===== src/escard_pkg.sv =====
// Package for the expansion slot card interface: constants and carrier types
package escard_pkg;
  // Clock and bus timing
  localparam int CLK_MHZ = 100;
  localparam int SLAVE_ASSERT_NS = 35;
  localparam int SLAVE_NEGATE_NS = 50;
  localparam int SLAVE_ASSERT_CYC = (SLAVE_ASSERT_NS * CLK_MHZ) / 1000;
  localparam int SLAVE_NEGATE_CYC = (SLAVE_NEGATE_NS * CLK_MHZ) / 1000;
  // Address map
  localparam int ADDR_W = 23;
  localparam int DATA_W = 16;
  localparam logic [23:0] CFG_BASE = 24'he80000;
  localparam logic [23:0] CFG_SIZE = 24'h010000;
  localparam logic [23:0] RESET_BASE_ADDR = 24'h200000;
  localparam logic [23:0] RESET_SIZE = 24'h010000;
  localparam logic [7:0] CFG_OFS_BASE = 8'h48;
  localparam logic [7:0] CFG_OFS_SHUTUP = 8'h4c;

  // Sampled bus inputs
  typedef struct packed {
    logic as_n;
    logic uds_n;
    logic lds_n;
    logic read;
    logic bus_error_line_n;
    logic transfer_acknowledge_n;
    logic grant_acknowledge_n;
    logic grant_n;
    logic clear_n;
    logic data_output_enable;
    logic cfg_in_n;
    logic buffered_bus_reset_n;
    logic bclk;
    logic [ADDR_W:1] addr;
    logic [DATA_W-1:0] wdata;
  } escard_bus_in_t;

  // Open-drain pin: output level and enable
  typedef struct packed {
    logic o;
    logic oe;
  } escard_od_t;

  // Arbitration states
  typedef enum logic [4:0] {
    ARB_IDLE = 5'b00001,
    ARB_REQ = 5'b00010,
    ARB_OWN = 5'b00100,
    ARB_ACK = 5'b01000,
    ARB_REL = 5'b10000
  } escard_arb_t;
endpackage


===== src/escard_slot.sv =====
// Slot-side logic of an expansion card on the 16-bit legacy bus
//
// Operation
// - Bus reset returns configuration logic to unconfigured.
// - System reset pin is only pulled low or released.
// - I/O reset drives the system reset line only; full reset also pulls halt.
// - Card resets processor by driving system reset and halt together.
// - Only level-two and level-six interrupts, pulled low only.
// - Slave response within 35ns of strobe, negated within 50ns.
// - Unconfigured with chain-in asserted, respond at config window.
// - Chain-out negated at reset, asserted once configured or shut up.
// - Read data drivers enabled only while data output enable permits.
// - Bus ownership pulled low while card is master.
// - Request on system-clock rise; grant returns on a fall.
// - Ownership, then acknowledge, then drop request; release reversed.
// - Acknowledge only after grant with strobe, transfer ack, ack idle.
// - On bus clear, master gives up the bus promptly.
// - Master moves gathered data in one burst.
// - Read-enable asserted for reads, valid until cycle end.
// - Word address lines 1 to 23 span 16 megabytes.
// - Strobe fall starts cycle; rise ends it, slave releases at once.
// - Transfers delimited by address strobe and data strobes.
// - 16-bit data by word or byte, writes by data strobes.
// - Slave, read-data, ownership and acknowledge drivers float while bus error asserted.
// - Synchronous activity timed from the bus system clock; here all logic runs on clk and only the request waits for a bclk rise.
`timescale 1ns/1ps
module escard_slot
  import escard_pkg::*;
(
  // Clock, enable, reset
  input wire logic clk,
  input wire logic ce,
  input wire logic rst_n,
  // Bus pins, raw
  input wire escard_bus_in_t bus_pin,
  // Open-drain outputs
  output escard_od_t sysrst_od,
  output escard_od_t halt_od,
  output escard_od_t irq2_od,
  output escard_od_t irq6_od,
  output escard_od_t own_od,
  output escard_od_t grant_acknowledge_od,
  // Actively driven outputs
  output logic slave_n,
  output logic cfg_out_n,
  output logic bus_req_n,
  output logic [DATA_W-1:0] rdata,
  output logic rdata_oe,
  // User side
  input wire logic user_sysreset,
  input wire logic user_fullreset,
  input wire logic user_irq2,
  input wire logic user_irq6,
  input wire logic user_dma_req,
  input wire logic user_dma_done,
  input wire logic [DATA_W-1:0] user_rdata,
  input wire logic [7:0] user_board_size,
  output logic configured,
  output logic [7:0] board_base,
  output logic [ADDR_W:1] acc_addr,
  output logic [DATA_W-1:0] acc_wdata,
  output logic [1:0] acc_be,
  output logic acc_wr,
  output logic acc_rd,
  output logic master,
  output logic bus_clear_seen
);
  import escard_pkg::*;

  // Address decode, used for the config window; the board window compares addr[23:16] directly
  function automatic logic in_window(input logic [23:0] a, input logic [23:0] base, input logic [23:0] size);
    in_window = (a >= base) && (a < base + size);
  endfunction

  escard_bus_in_t s1_reg, s2_reg, s3_reg;
  always_ff @(posedge clk or negedge rst_n) begin
    if (!rst_n) begin
      s1_reg <= '1;
      s2_reg <= '1;
      s3_reg <= '1;
    end else if (ce) begin
      s1_reg <= bus_pin;
      s2_reg <= s1_reg;
      s3_reg <= s2_reg;
    end
  end

  // Synchronised view; s3 only for edge detection
  escard_bus_in_t b;
  assign b = s2_reg;
  logic bclk_rise;
  logic [23:0] byte_addr;
  logic strobe;
  logic data_strobe;
  assign bclk_rise = b.bclk && !s3_reg.bclk;
  assign byte_addr = {b.addr, 1'b0};
  assign strobe = !b.as_n;
  assign data_strobe = !b.uds_n || !b.lds_n;

  // Configuration and slave response state
  logic cfg_done_reg, cfg_done_next;
  logic [7:0] base_reg, base_next;
  logic slave_reg, slave_next;
  logic xfer_reg, xfer_next;
  logic [DATA_W-1:0] rdata_reg, rdata_next;
  logic [DATA_W-1:0] wdata_reg, wdata_next;
  logic [ADDR_W:1] addr_reg, addr_next;
  logic [1:0] be_reg, be_next;
  logic acc_wr_next, acc_rd_next, acc_wr_reg, acc_rd_reg;
  logic hit_cfg, hit_board, hit;

  always_comb begin
    hit_cfg = !cfg_done_reg && !b.cfg_in_n && in_window(byte_addr, CFG_BASE, CFG_SIZE);
    hit_board = cfg_done_reg && (b.addr[23:16] >= base_reg)
      && ({1'b0, b.addr[23:16]} < ({1'b0, base_reg} + {1'b0, user_board_size}));
    hit = hit_cfg || hit_board;
    cfg_done_next = cfg_done_reg;
    base_next = base_reg;
    slave_next = slave_reg;
    xfer_next = xfer_reg;
    rdata_next = rdata_reg;
    wdata_next = wdata_reg;
    addr_next = addr_reg;
    be_next = be_reg;
    acc_wr_next = 1'b0;
    acc_rd_next = 1'b0;
    // Slave response follows the strobe; sync delay is why the timing budget is tight
    if (strobe && hit && !master) begin
      slave_next = 1'b1;
    end
    if (!strobe) begin
      slave_next = 1'b0;
      xfer_next = 1'b0;
    end
    // One transfer per data strobe pulse, so locked read-modify-write splits correctly
    if (slave_reg && strobe && data_strobe && !xfer_reg) begin
      xfer_next = 1'b1;
      addr_next = b.addr;
      be_next = {!b.uds_n, !b.lds_n};
      if (b.read) begin
        acc_rd_next = 1'b1;
        rdata_next = hit_cfg ? {8'h00, base_reg} : user_rdata;
      end else begin
        acc_wr_next = 1'b1;
        wdata_next = b.wdata;
        if (hit_cfg && byte_addr[7:0] == CFG_OFS_BASE) begin
          base_next = b.wdata[15:8];
          cfg_done_next = 1'b1;
        end
        if (hit_cfg && byte_addr[7:0] == CFG_OFS_SHUTUP) begin
          cfg_done_next = 1'b1;
        end
      end
    end
    if (strobe && data_strobe == 1'b0) begin
      xfer_next = 1'b0;
    end
    if (!b.buffered_bus_reset_n) begin
      cfg_done_next = 1'b0;
      base_next = 8'h00;
      slave_next = 1'b0;
    end
  end

  always_ff @(posedge clk or negedge rst_n) begin
    if (!rst_n) begin
      cfg_done_reg <= 1'b0;
      base_reg <= 8'h00;
      slave_reg <= 1'b0;
      xfer_reg <= 1'b0;
      rdata_reg <= 16'h0000;
      wdata_reg <= 16'h0000;
      addr_reg <= '0;
      be_reg <= 2'b00;
      acc_wr_reg <= 1'b0;
      acc_rd_reg <= 1'b0;
    end else if (ce) begin
      cfg_done_reg <= cfg_done_next;
      base_reg <= base_next;
      slave_reg <= slave_next;
      xfer_reg <= xfer_next;
      rdata_reg <= rdata_next;
      wdata_reg <= wdata_next;
      addr_reg <= addr_next;
      be_reg <= be_next;
      acc_wr_reg <= acc_wr_next;
      acc_rd_reg <= acc_rd_next;
    end
  end

  // Arbitration state
  escard_arb_t arb_reg, arb_next;
  logic req_reg, req_next;
  logic own_reg, own_next;
  logic ack_reg, ack_next;
  // Acknowledge preconditions as one signal, so the check can look one cycle back
  logic grant_take;
  assign grant_take = !b.grant_n && b.as_n && b.transfer_acknowledge_n && b.grant_acknowledge_n;

  always_comb begin
    arb_next = arb_reg;
    req_next = req_reg;
    own_next = own_reg;
    ack_next = ack_reg;
    case (arb_reg)
      ARB_IDLE: begin
        if (user_dma_req && bclk_rise) begin
          req_next = 1'b1;
          arb_next = ARB_REQ;
        end
      end
      ARB_REQ: begin
        if (grant_take) begin
          own_next = 1'b1;
          arb_next = ARB_OWN;
        end
      end
      ARB_OWN: begin
        ack_next = 1'b1;
        arb_next = ARB_ACK;
      end
      ARB_ACK: begin
        req_next = 1'b0;
        // User logic bursts from its own buffer, then lets go
        if (user_dma_done || !b.clear_n) begin
          ack_next = 1'b0;
          arb_next = ARB_REL;
        end
      end
      ARB_REL: begin
        own_next = 1'b0;
        arb_next = ARB_IDLE;
      end
      default: begin
        arb_next = ARB_IDLE;
        req_next = 1'b0;
        own_next = 1'b0;
        ack_next = 1'b0;
      end
    endcase
    if (!b.buffered_bus_reset_n) begin
      arb_next = ARB_IDLE;
      req_next = 1'b0;
      own_next = 1'b0;
      ack_next = 1'b0;
    end
  end

  always_ff @(posedge clk or negedge rst_n) begin
    if (!rst_n) begin
      arb_reg <= ARB_IDLE;
      req_reg <= 1'b0;
      own_reg <= 1'b0;
      ack_reg <= 1'b0;
    end else if (ce) begin
      arb_reg <= arb_next;
      req_reg <= req_next;
      own_reg <= own_next;
      ack_reg <= ack_next;
    end
  end

  // Outputs; bus error floats the slave, read-data, ownership and acknowledge drivers
  logic bus_error_line;
  assign bus_error_line = !b.bus_error_line_n;
  assign slave_n = !(slave_reg && !bus_error_line);
  assign cfg_out_n = !cfg_done_reg;
  assign bus_req_n = !req_reg;
  assign rdata = rdata_reg;
  assign rdata_oe = slave_reg && b.read && b.data_output_enable && strobe && !bus_error_line;
  assign sysrst_od = '{o: 1'b0, oe: user_sysreset || user_fullreset};
  assign halt_od = '{o: 1'b0, oe: user_fullreset};
  assign irq2_od = '{o: 1'b0, oe: user_irq2};
  assign irq6_od = '{o: 1'b0, oe: user_irq6};
  assign own_od = '{o: 1'b0, oe: own_reg && !bus_error_line};
  assign grant_acknowledge_od = '{o: 1'b0, oe: ack_reg && !bus_error_line};
  assign configured = cfg_done_reg;
  assign board_base = base_reg;
  assign acc_addr = addr_reg;
  assign acc_wdata = wdata_reg;
  assign acc_be = be_reg;
  assign acc_wr = acc_wr_reg;
  assign acc_rd = acc_rd_reg;
  assign master = ack_reg;
  assign bus_clear_seen = !b.clear_n;
endmodule


===== config.mk =====
export PLATFORM = sky130hd
export DESIGN_NAME = escard_slot
export DESIGN_NICKNAME = d
export VERILOG_FILES = /design/src/escard_pkg.sv /design/src/escard_slot.sv
export SDC_FILE = /design/constraint.sdc
export NUM_CORES = 1
export LEC_CHECK = 0
export ABC_AREA = 1
export BUFFER_PORTS_ARGS = -buffer_cell sky130_fd_sc_hd__buf_2
export CORE_UTILIZATION = 34
export CTS_BUF_LIST = sky130_fd_sc_hd__clkbuf_4 sky130_fd_sc_hd__clkbuf_8
export DETAILED_ROUTE_END_ITERATION = 8
export GPL_TIMING_DRIVEN = 0
export PLACE_DENSITY_LB_ADDON = 0.05
export SLEW_MARGIN = 30
export SYNTH_ARGS = -nofsm -noshare
export SYNTH_HDL_FRONTEND = slang
export SYNTH_SLANG_ARGS = --single-unit

===== constraint.sdc =====
create_clock -name clk -period 3.8 [get_ports clk]
set_clock_uncertainty 0.1 [all_clocks]
set_input_delay 1.14 -clock clk [delete_from_list [all_inputs] [get_ports clk]]
set_output_delay 1.14 -clock clk [all_outputs]
set_load 0.02 [all_outputs]

==> results.txt, run 1 <==
Slew HR -> 52.8%
Worst setup path start -> user_board_size[0]
Via count -> 6307
Library cells used by synthesis -> 35
Total track usage -> 18.1%
Commonest non-fill, non-tap cell in the layout -> nand2_1
Worst VDD drop -> 0.000210 V
Fmax -> 309 MHz
Critical Path RT -> 4080 ps
FFs w/ async S/R, synth -> 100%
Hold Crit Class -> input port to asynchronous set/reset pin
Crit path launch type -> input port
DR vias/cell -> 4.40
R2R Path Start -> board_base[0]
Share of cells above drive strength 1 -> 30.6%
Cts hold-fix bufs -> 0
Num Clock Sinks -> 183
Synthesis-to-finish area growth -> 21.0%
Overflow after GRT -> 0
Power per cell area -> 452 nW/µm²
Rows -> 56
Root buffer cell -> clkbuf_8
Worst slew pin tran -> 707 ps
Detailed Route WL -> 20900 µm
Total power -> 4.43 mW
DRC Markers -> 0
Critical Path Fanout Max -> 3
Slew Viols, Final -> 0
CP arrival -> 3520 ps
Final design utilization -> 41.9%
Max-cap violations -> 0
Ports -> 171
Avg WL per Cell -> 14.6 µm
CTS tree -> done
FF-to-FF End -> slave_reg
Commonest non-fill, non-tap cells in the layout -> 369 x nand2_1, 162 x buf_2, 106 x dfstp_2
Post-route cell area -> 9800 µm²
Placer Congestion -> 0.802
Crit share post-route -> 85.1%
Die W -> 156 µm
CORE AREA -> 23400 µm²
Fin. Hold Viols -> 0
Post-CTS Setup Bufs -> 0
Final ANT Viol Nets -> 0
Post-layout nets -> 1212
Reg2reg path depth -> 19
Chip Height -> 156 µm
Status -> complete, no violations
First-pass GRT wire length -> 33800 µm
Buffers added on ports -> 161
Clk buf depth -> 2
DRT Pass-1 Iters -> 4
Setup TNS -> 0 ps
Syn_area_per_cell -> 8.85 µm²
RSZ-0062 raised after global routing -> no
Yosys reg bits -> 183
Starting Density -> 34.6%
Ant diodes -> 0
Warnings from Yosys -> 0
Worst setup EP type -> flip-flop
Clk Latency, worst-skew pair -> 460 ps
Die area -> 24400 µm²
Post-cts resize count -> 0
H-Tree Depth -> 4
Clock Pin Slew Worst Setup and Hold Paths -> 110 ps
DP Wirelength -> 15300 µm
Antenna violations before repair -> 0
Initial detailed-routing violation count -> 277
Reg-to-reg slack, setup -> 720 ps
Synth Cell Area -> 8100 µm²
Synth Instances -> 915
Largest net degree at the start of global routing -> 80
Final number of setup-violating endpoints -> 0
Placed cell areas -> 9410 µm²
Sequential fraction of the synthesis area -> 58.2%
Critical Path End -> slave_reg
Top_reg_cell synth -> dfstp_2
Tmin final -> 3230 ps
Number of synthesized flops with an enable pin -> 0
Vias in the first global route -> 6273
Final worst setup slack -> 566 ps
WS Path Type -> input port to flip-flop
Setup WS pre-CTS -> 92.8 ps
CTS buffer count -> 17
Leak pwr -> 4.99 nW
[power breakdown]
| group | internal [mW] | switching, mW | total, mW | leakage, nW |
|---|---|---|---|---|
| clock | 0.518 | 0.773 | 1.29 | 0.192 |
| sequential | 2.22 | 0.131 | 2.35 | 2.12 |
| combinational | 0.291 | 0.499 | 0.791 | 2.67 |
[synth_stat cells, types with 8 or more instances]
cell type,instances,share of area (%)
o211ai_1,8,0.74
inv_1,81,3.8
a21oi_1,18,1.1
nand2_1,369,17
o21ai_1,51,3.2
clkbuf_1,32,1.5
o21ai_2,8,0.87
ha_1,23,3.6
inv_2,11,0.51
dfstp_2,106,34
nand3_1,18,1.1
dfrtp_1,77,24
o21ai_0,50,3.1
nand4_1,8,0.62
nor2_1,13,0.60
buf_4,9,0.83
[cell type report]
cell class / instances / area (µm²)
Inverter: 92 / 345
Tap cell: 319 / 399
Multi-Input combinational cell: 598 / 2840
Fill cell: 2485 / 13600
Clock buffer: 19 / 262
Clock inverter: 13 / 126
Sequential cell: 183 / 4710
Timing Repair Buffer: 164 / 898
Buffer: 47 / 220
[how the worst min path moves through the flow]
stage	slack, ps	startpoint	to	depth (start not counted)
floorplan	340	b[45]	b[45]	2
global placement	350	s1_reg[16]	s1_reg[16]	2
detailed placement	350	s1_reg[16]	s1_reg[16]	2
CTS	320	rst_n	acc_addr[12]	1
global route	320	rst_n	acc_addr[12]	1
finish	360	rst_n	acc_addr[12]	1
[through the flow]
| step | std cells | hold WS [ps] |
|---|---|---|
| after global routing | 1435 | 317 |
| after global placement | 1400 | 350 |
| after CTS | 1435 | 322 |
| after detailed placement | 1403 | 354 |
| after floorplan | 920 | 344 |
| final | 1435 | 358 |
[routing by layer]
metal | wire (µm) | share of wire, % | GRT usage [%] | vias up
met1 | 10700 | 51 | 26.3 | 2932
met3 | 719 | 3.4 | 3.07 | 10
met5 | 0 | 0 | 0 | -
met2 | 9280 | 44 | 28.2 | 119
li1 | - | - | - | 3246
met4 | 154 | 0.74 | 3.92 | 0
[critical path: stages]
cell,delay [ps]
buf_2,80
ha_1,160
inv_1,60
fa_1,390
o21ai_1,320
xnor2_1,170
ha_1,270
nand2_1,100
inv_1,40
nand2_1,50
nand3_1,100
nand2_1,70
nand2_1,50
nand2_1,60
nand2_1,40
nand2_1,60
nand2_1,60
nand2_1,120
nand2_1,60
a21oi_1,120
[kinds of logic (layout without fill, tap and decap cells)]
logic type                 after synthesis  after routing  share of synthesized area, %
DFF                                    183            183                          58.2
adders and majority gates               24             24                          3.80
and+or+nand+nor                        421            421                          20.9
other                                    1              6                        0.0463
xor gates and xnor gates                 6              6                         0.649
AOI/OAI and AO/OA                      141            141                          9.46
buffers and inverters                  139            335                          6.98
(Power assumes the default switching activity.)
==> inputs of run 2 (changes only) <==
- CORE_ASPECT_RATIO: default -> 0.8
==> results.txt, run 2 (synthesized netlist as in run 1, its figures left out) <==
Crit. path cell count -> 19
DR vias/cell -> 4.45
Worst VDD drop -> 0.000231 V
Initial detailed-routing violation count -> 284
Critical Path RT -> 4090 ps
Num Clock Sinks -> 183
Antenna violations before repair -> 0
Post-layout nets -> 1211
Commonest non-fill, non-tap cell in the layout -> nand2_1
Area occupied by registers -> 4710 µm²
Worst path max stage delay -> 390 ps
Overflow after GRT -> 0
Post-cts resize count -> 0
Worst setup EP type -> flip-flop
FILL cells -> 2518
Die W -> 175 µm
Reg2reg path depth -> 18
Clk Latency, worst-skew pair -> 470 ps
Clk buf depth -> 2
Crit path launch type -> input port
Largest net degree at the start of global routing -> 82
Avg WL per Cell -> 14.9 µm
Cts hold-fix bufs -> 0
Synthesis-to-finish area growth -> 20.8%
Root buffer cell -> clkbuf_8
Crit share post-route -> 83.2%
Vias in the first global route -> 6269
Final ANT Viol Nets -> 0
Critical Path Fanout Max -> 3
Fmax -> 316 MHz
Max-cap violations -> 0
Layout Cells excl Fill -> 1427
RSZ-0062 raised after global routing -> no
Slew HR -> 54.2%
DRC Markers -> 0
Multi-input logic area -> 2840 µm²
Total track usage -> 18.2%
Ports -> 171
DP Cell Count -> 1395
Share of cells above drive strength 1 -> 30.5%
CORE AREA -> 23400 µm²
Die area -> 24400 µm²
CTS tree -> done
Detailed Route WL -> 21300 µm
Rows -> 50
Via count -> 6344
Placer Congestion -> 0.810
Fin. Hold Viols -> 0
Crit path top cell by count -> nand2_1
Status -> complete, no violations
CTS buffer count -> 17
Post-CTS Setup Bufs -> 0
Buffers added on ports -> 161
Ant diodes -> 0
CP arrival -> 3450 ps
Crit-path cells -> buf_2 -> ha_1 -> inv_1 -> fa_1 -> o21ai_1 -> a31oi_1 -> xor2_1 -> ha_1 -> nand2_1 -> inv_1 -> nand2_1 -> nand2_1 -> nand2_1 -> nand2_1 -> nand2_1 -> nand2_1 -> nand2_1 -> nand2_1 -> a21oi_1
Family with the most delay on the worst path -> adder cells
DP Wirelength -> 15500 µm
Slew Viols, Final -> 0
Commonest non-fill, non-tap cells in the layout -> 369 x nand2_1, 162 x buf_2, 106 x dfstp_2
DRT Pass-1 Iters -> 4
Chip Height -> 140 µm
Slowest cell on the critical path -> fa_1
Hold WS -> 365 ps
Leak pwr -> 4.99 nW
First-pass GRT wire length -> 34500 µm
Min-Delay Path Depth -> 2
Buf/Inv on CP -> 3
H-Tree Depth -> 4
WS Path Type -> input port to flip-flop
Final number of setup-violating endpoints -> 0
Clock Pin Slew Worst Setup and Hold Paths -> 90 ps
Power per cell area -> 463 nW/µm²
Worst slew pin tran -> 687 ps
Starting Density -> 34.6%
Hold Crit Class -> flip-flop to flip-flop
Tmin final -> 3160 ps
-- run 2: metrics by stage --
step	cell area (µm²)	TNS [ps]	util (%)	setup slack (ps)	power (mW)
finish	9780	0	41.8	640	4.53
global route	9780	0	41.8	364	4.80
CTS	9780	0	41.8	642	4.60
detailed placement	9380	0	40.1	137	3.19
global placement	9310	-181430	39.8	-1690	3.17
floorplan	8120	0	-	594	2.86
-- run 2: final timing paths --
check	start	end	slack (ps)
setup / recovery	user_board_size[0]	slave_reg	640
hold / removal	s1_reg[11]	s1_reg[11]	360
setup reg to reg	board_base[0]	slave_reg	800
hold reg to reg	s1_reg[11]	s1_reg[11]	360
max in group asynchronous	rst_n	b[12]	2090
min in group asynchronous	rst_n	acc_addr[13]	390
-- run 2: power by group --
| group | switching, mW | internal [mW] |
|---|---|---|
| combinational | 0.503 | 0.288 |
| clock | 0.773 | 0.611 |
| sequential | 0.131 | 2.22 |
| total | 1.41 | 3.12 |
-- run 2: cell type report --
type                       count  area share (%)
clock buffer                  18            2.47
timing repair buffer         163            8.90
clock inverter                14            1.70
buffer                        47            2.25
inverter                      92            3.53
multi-input combinational    598            29.0
sequential                   183            48.2
tap                          312            3.99
-- run 2: per-layer routing --
| layer | wire (µm) | global-route usage [%] | part of all wire, % | vias up |
|---|---|---|---|---|
| met5 | 0 | 0 | 0 | - |
| met2 | 9120 | 26.9 | 43 | 124 |
| met3 | 873 | 3.58 | 4.1 | 13 |
| met4 | 220 | 4.62 | 1.0 | 0 |
| li1 | - | - | - | 3248 |
| met1 | 11100 | 27.3 | 52 | 2959 |
-- run 2: worst reg2reg max path, cell delays in order (launching register included) --
cell     delay [ps]
dfrtp_1         520
ha_1            230
inv_1            50
fa_1            390
o21ai_1         320
a31oi_1         150
xor2_1          170
ha_1            290
nand2_1          70
inv_1            30
nand2_1          50
nand2_1          60
nand2_1          60
nand2_1          40
nand2_1          60
nand2_1          60
nand2_1          90
nand2_1          70
a21oi_1         120
==> inputs of run 3 (changes only) <==
- clock period: 3.8 -> 2.6 ns (I/O delays scaled with it)
==> results.txt, run 3 (synthesized netlist as in run 1, its figures left out) <==
Status -> complete, but fails checks
Failing checks -> negative setup slack
Die W -> 175 µm
Hold Crit Class -> input port to asynchronous set/reset pin
FILL cells -> 2449
Fmax -> 372 MHz
Crit share post-route -> 104%
Antenna violations before repair -> 0
Clock Pin Slew Worst Setup and Hold Paths -> 100 ps
R2R Path Start -> board_base[0]
CORE AREA -> 23400 µm²
CTS buffer count -> 17
Crit-path cells -> ha_4 -> inv_2 -> fa_2 -> o21ai_4 -> a31oi_1 -> xor2_1 -> ha_1 -> nand2_1 -> inv_1 -> nand2_1 -> nand2_1 -> nand2_1 -> nand2_1 -> nand2_1 -> nand2_2 -> nand2_2 -> nand2_2 -> a21oi_2
Placed cell areas -> 9380 µm²
Met2 usage -> 27.0%
Root buffer cell -> clkbuf_8
Worst setup path start -> board_base[0]
Tmin final -> 2690 ps
Initial detailed-routing violation count -> 294
Buffers added on ports -> 161
Overflow after GRT -> 0
Avg WL per Cell -> 14.9 µm
Fin. Hold Viols -> 0
Placer Congestion -> 0.833
Max-cap violations -> 0
Buf/Inv on CP -> 2
Critical Path RT -> 2890 ps
Worst VDD drop -> 0.000319 V
Post-layout nets -> 1216
DRT Pass-1 Iters -> 5
DP Wirelength -> 15500 µm
Slew HR -> 53.8%
DRC Markers -> 0
Share of cells above drive strength 1 -> 32.1%
Die area -> 24400 µm²
Largest net degree at the start of global routing -> 73
CP arrival -> 2980 ps
Clk buf depth -> 2
Final number of setup-violating endpoints -> 1
Worst slew pin tran -> 693 ps
Slew Viols, Final -> 0
Clk Latency, worst-skew pair -> 460 ps
Power per cell area -> 688 nW/µm²
Leak pwr -> 5.04 nW
DR vias/cell -> 4.45
Detailed Route WL -> 21400 µm
Synthesis-to-finish area growth -> 22.6%
Rows -> 50
Crit path launch type -> flip-flop
Via count -> 6369
Worst setup EP type -> flip-flop
Total track usage -> 18.6%
Global routing usage on met3 -> 3.61%
Multi-input logic area -> 2900 µm²
RSZ-0062 raised after global routing -> yes
WS Path Type -> flip-flop to flip-flop
Chip Height -> 140 µm
First-pass GRT wire length -> 35000 µm
Ant diodes -> 0
Global route hottest layer -> met1
Area occupied by registers -> 4720 µm²
Crit path top cell by count -> nand2_1
Slowest cell on the critical path -> dfrtp_2
Critical Path Fanout Max -> 3
CTS tree -> done
Total power -> 6.83 mW
Ports -> 171
Cts hold-fix bufs -> 0
Vias in the first global route -> 6368
Final ANT Viol Nets -> 0
H-Tree Depth -> 4
Starting Density -> 34.6%
Final design utilization -> 42.4%
Commonest non-fill, non-tap cell in the layout -> nand2_1
Final worst setup slack -> -91.4 ps
Post-route cell area -> 9930 µm²
Global routing usage on met1 -> 28.3%
Setup WS pre-CTS -> -551 ps
Family with the most delay on the worst path -> adder cells
Worst path max stage delay -> 430 ps
Num Clock Sinks -> 183
Commonest non-fill, non-tap cells in the layout -> 366 x nand2_1, 162 x buf_2, 106 x dfstp_2
run 3: power breakdown:
group / internal (mW) / switching [mW]
sequential: 3.24 / 0.192
clock: 1.07 / 1.12
combinational: 0.445 / 0.750
run 3: repair_timing:
item	4_1_cts	5_1_grt
gates cloned	0	0
gates resized for setup	6	9
pin swaps	0	7
buffers inserted	2	3
endpoints found under the setup margin	1	2
run 3: final cells by class:
type / count / area share, %
clock buffer: 17 / 2.36
buffer: 47 / 2.22
inverter: 92 / 3.48
sequential: 183 / 47.5
tap: 312 / 3.93
multi-input combinational: 598 / 29.2
clock inverter: 15 / 2.13
timing repair buffer: 168 / 9.15
run 3: final timing paths:
path / to / depth (start not counted) / slack [ps]
min in group clk: s1_reg[24] / 2 / 370
min reg2reg: s1_reg[24] / 2 / 370
min: acc_addr[11] / 1 / 180
max: slave_reg / 18 / -90
max reg2reg: slave_reg / 18 / -90
max in group asynchronous: s1_reg[40] / 2 / 1460
run 3: through the flow:
stage	TNS, ps	std cells	hold WS, ps
final	-91.4	1432	178
after global routing	-304	1432	179
after CTS	-94.8	1429	183
after detailed placement	-597	1395	354
after global placement	-334900	1393	352
after floorplan	-126	920	344
run 3: per-layer routing:
layer	vias up	share of wire, %
met2	123	42
met1	2975	54
met3	10	3.5
met5	-	0
met4	0	0.67
li1	3261	-
run 3: worst reg2reg max path: stages, from the launching register on:
cell	delay, ps
dfrtp_2	430
ha_4	160
inv_2	40
fa_2	410
o21ai_4	220
a31oi_1	120
xor2_1	160
ha_1	320
nand2_1	60
inv_1	30
nand2_1	50
nand2_1	50
nand2_1	50
nand2_1	40
nand2_1	80
nand2_2	60
nand2_2	80
nand2_2	60
a21oi_2	110
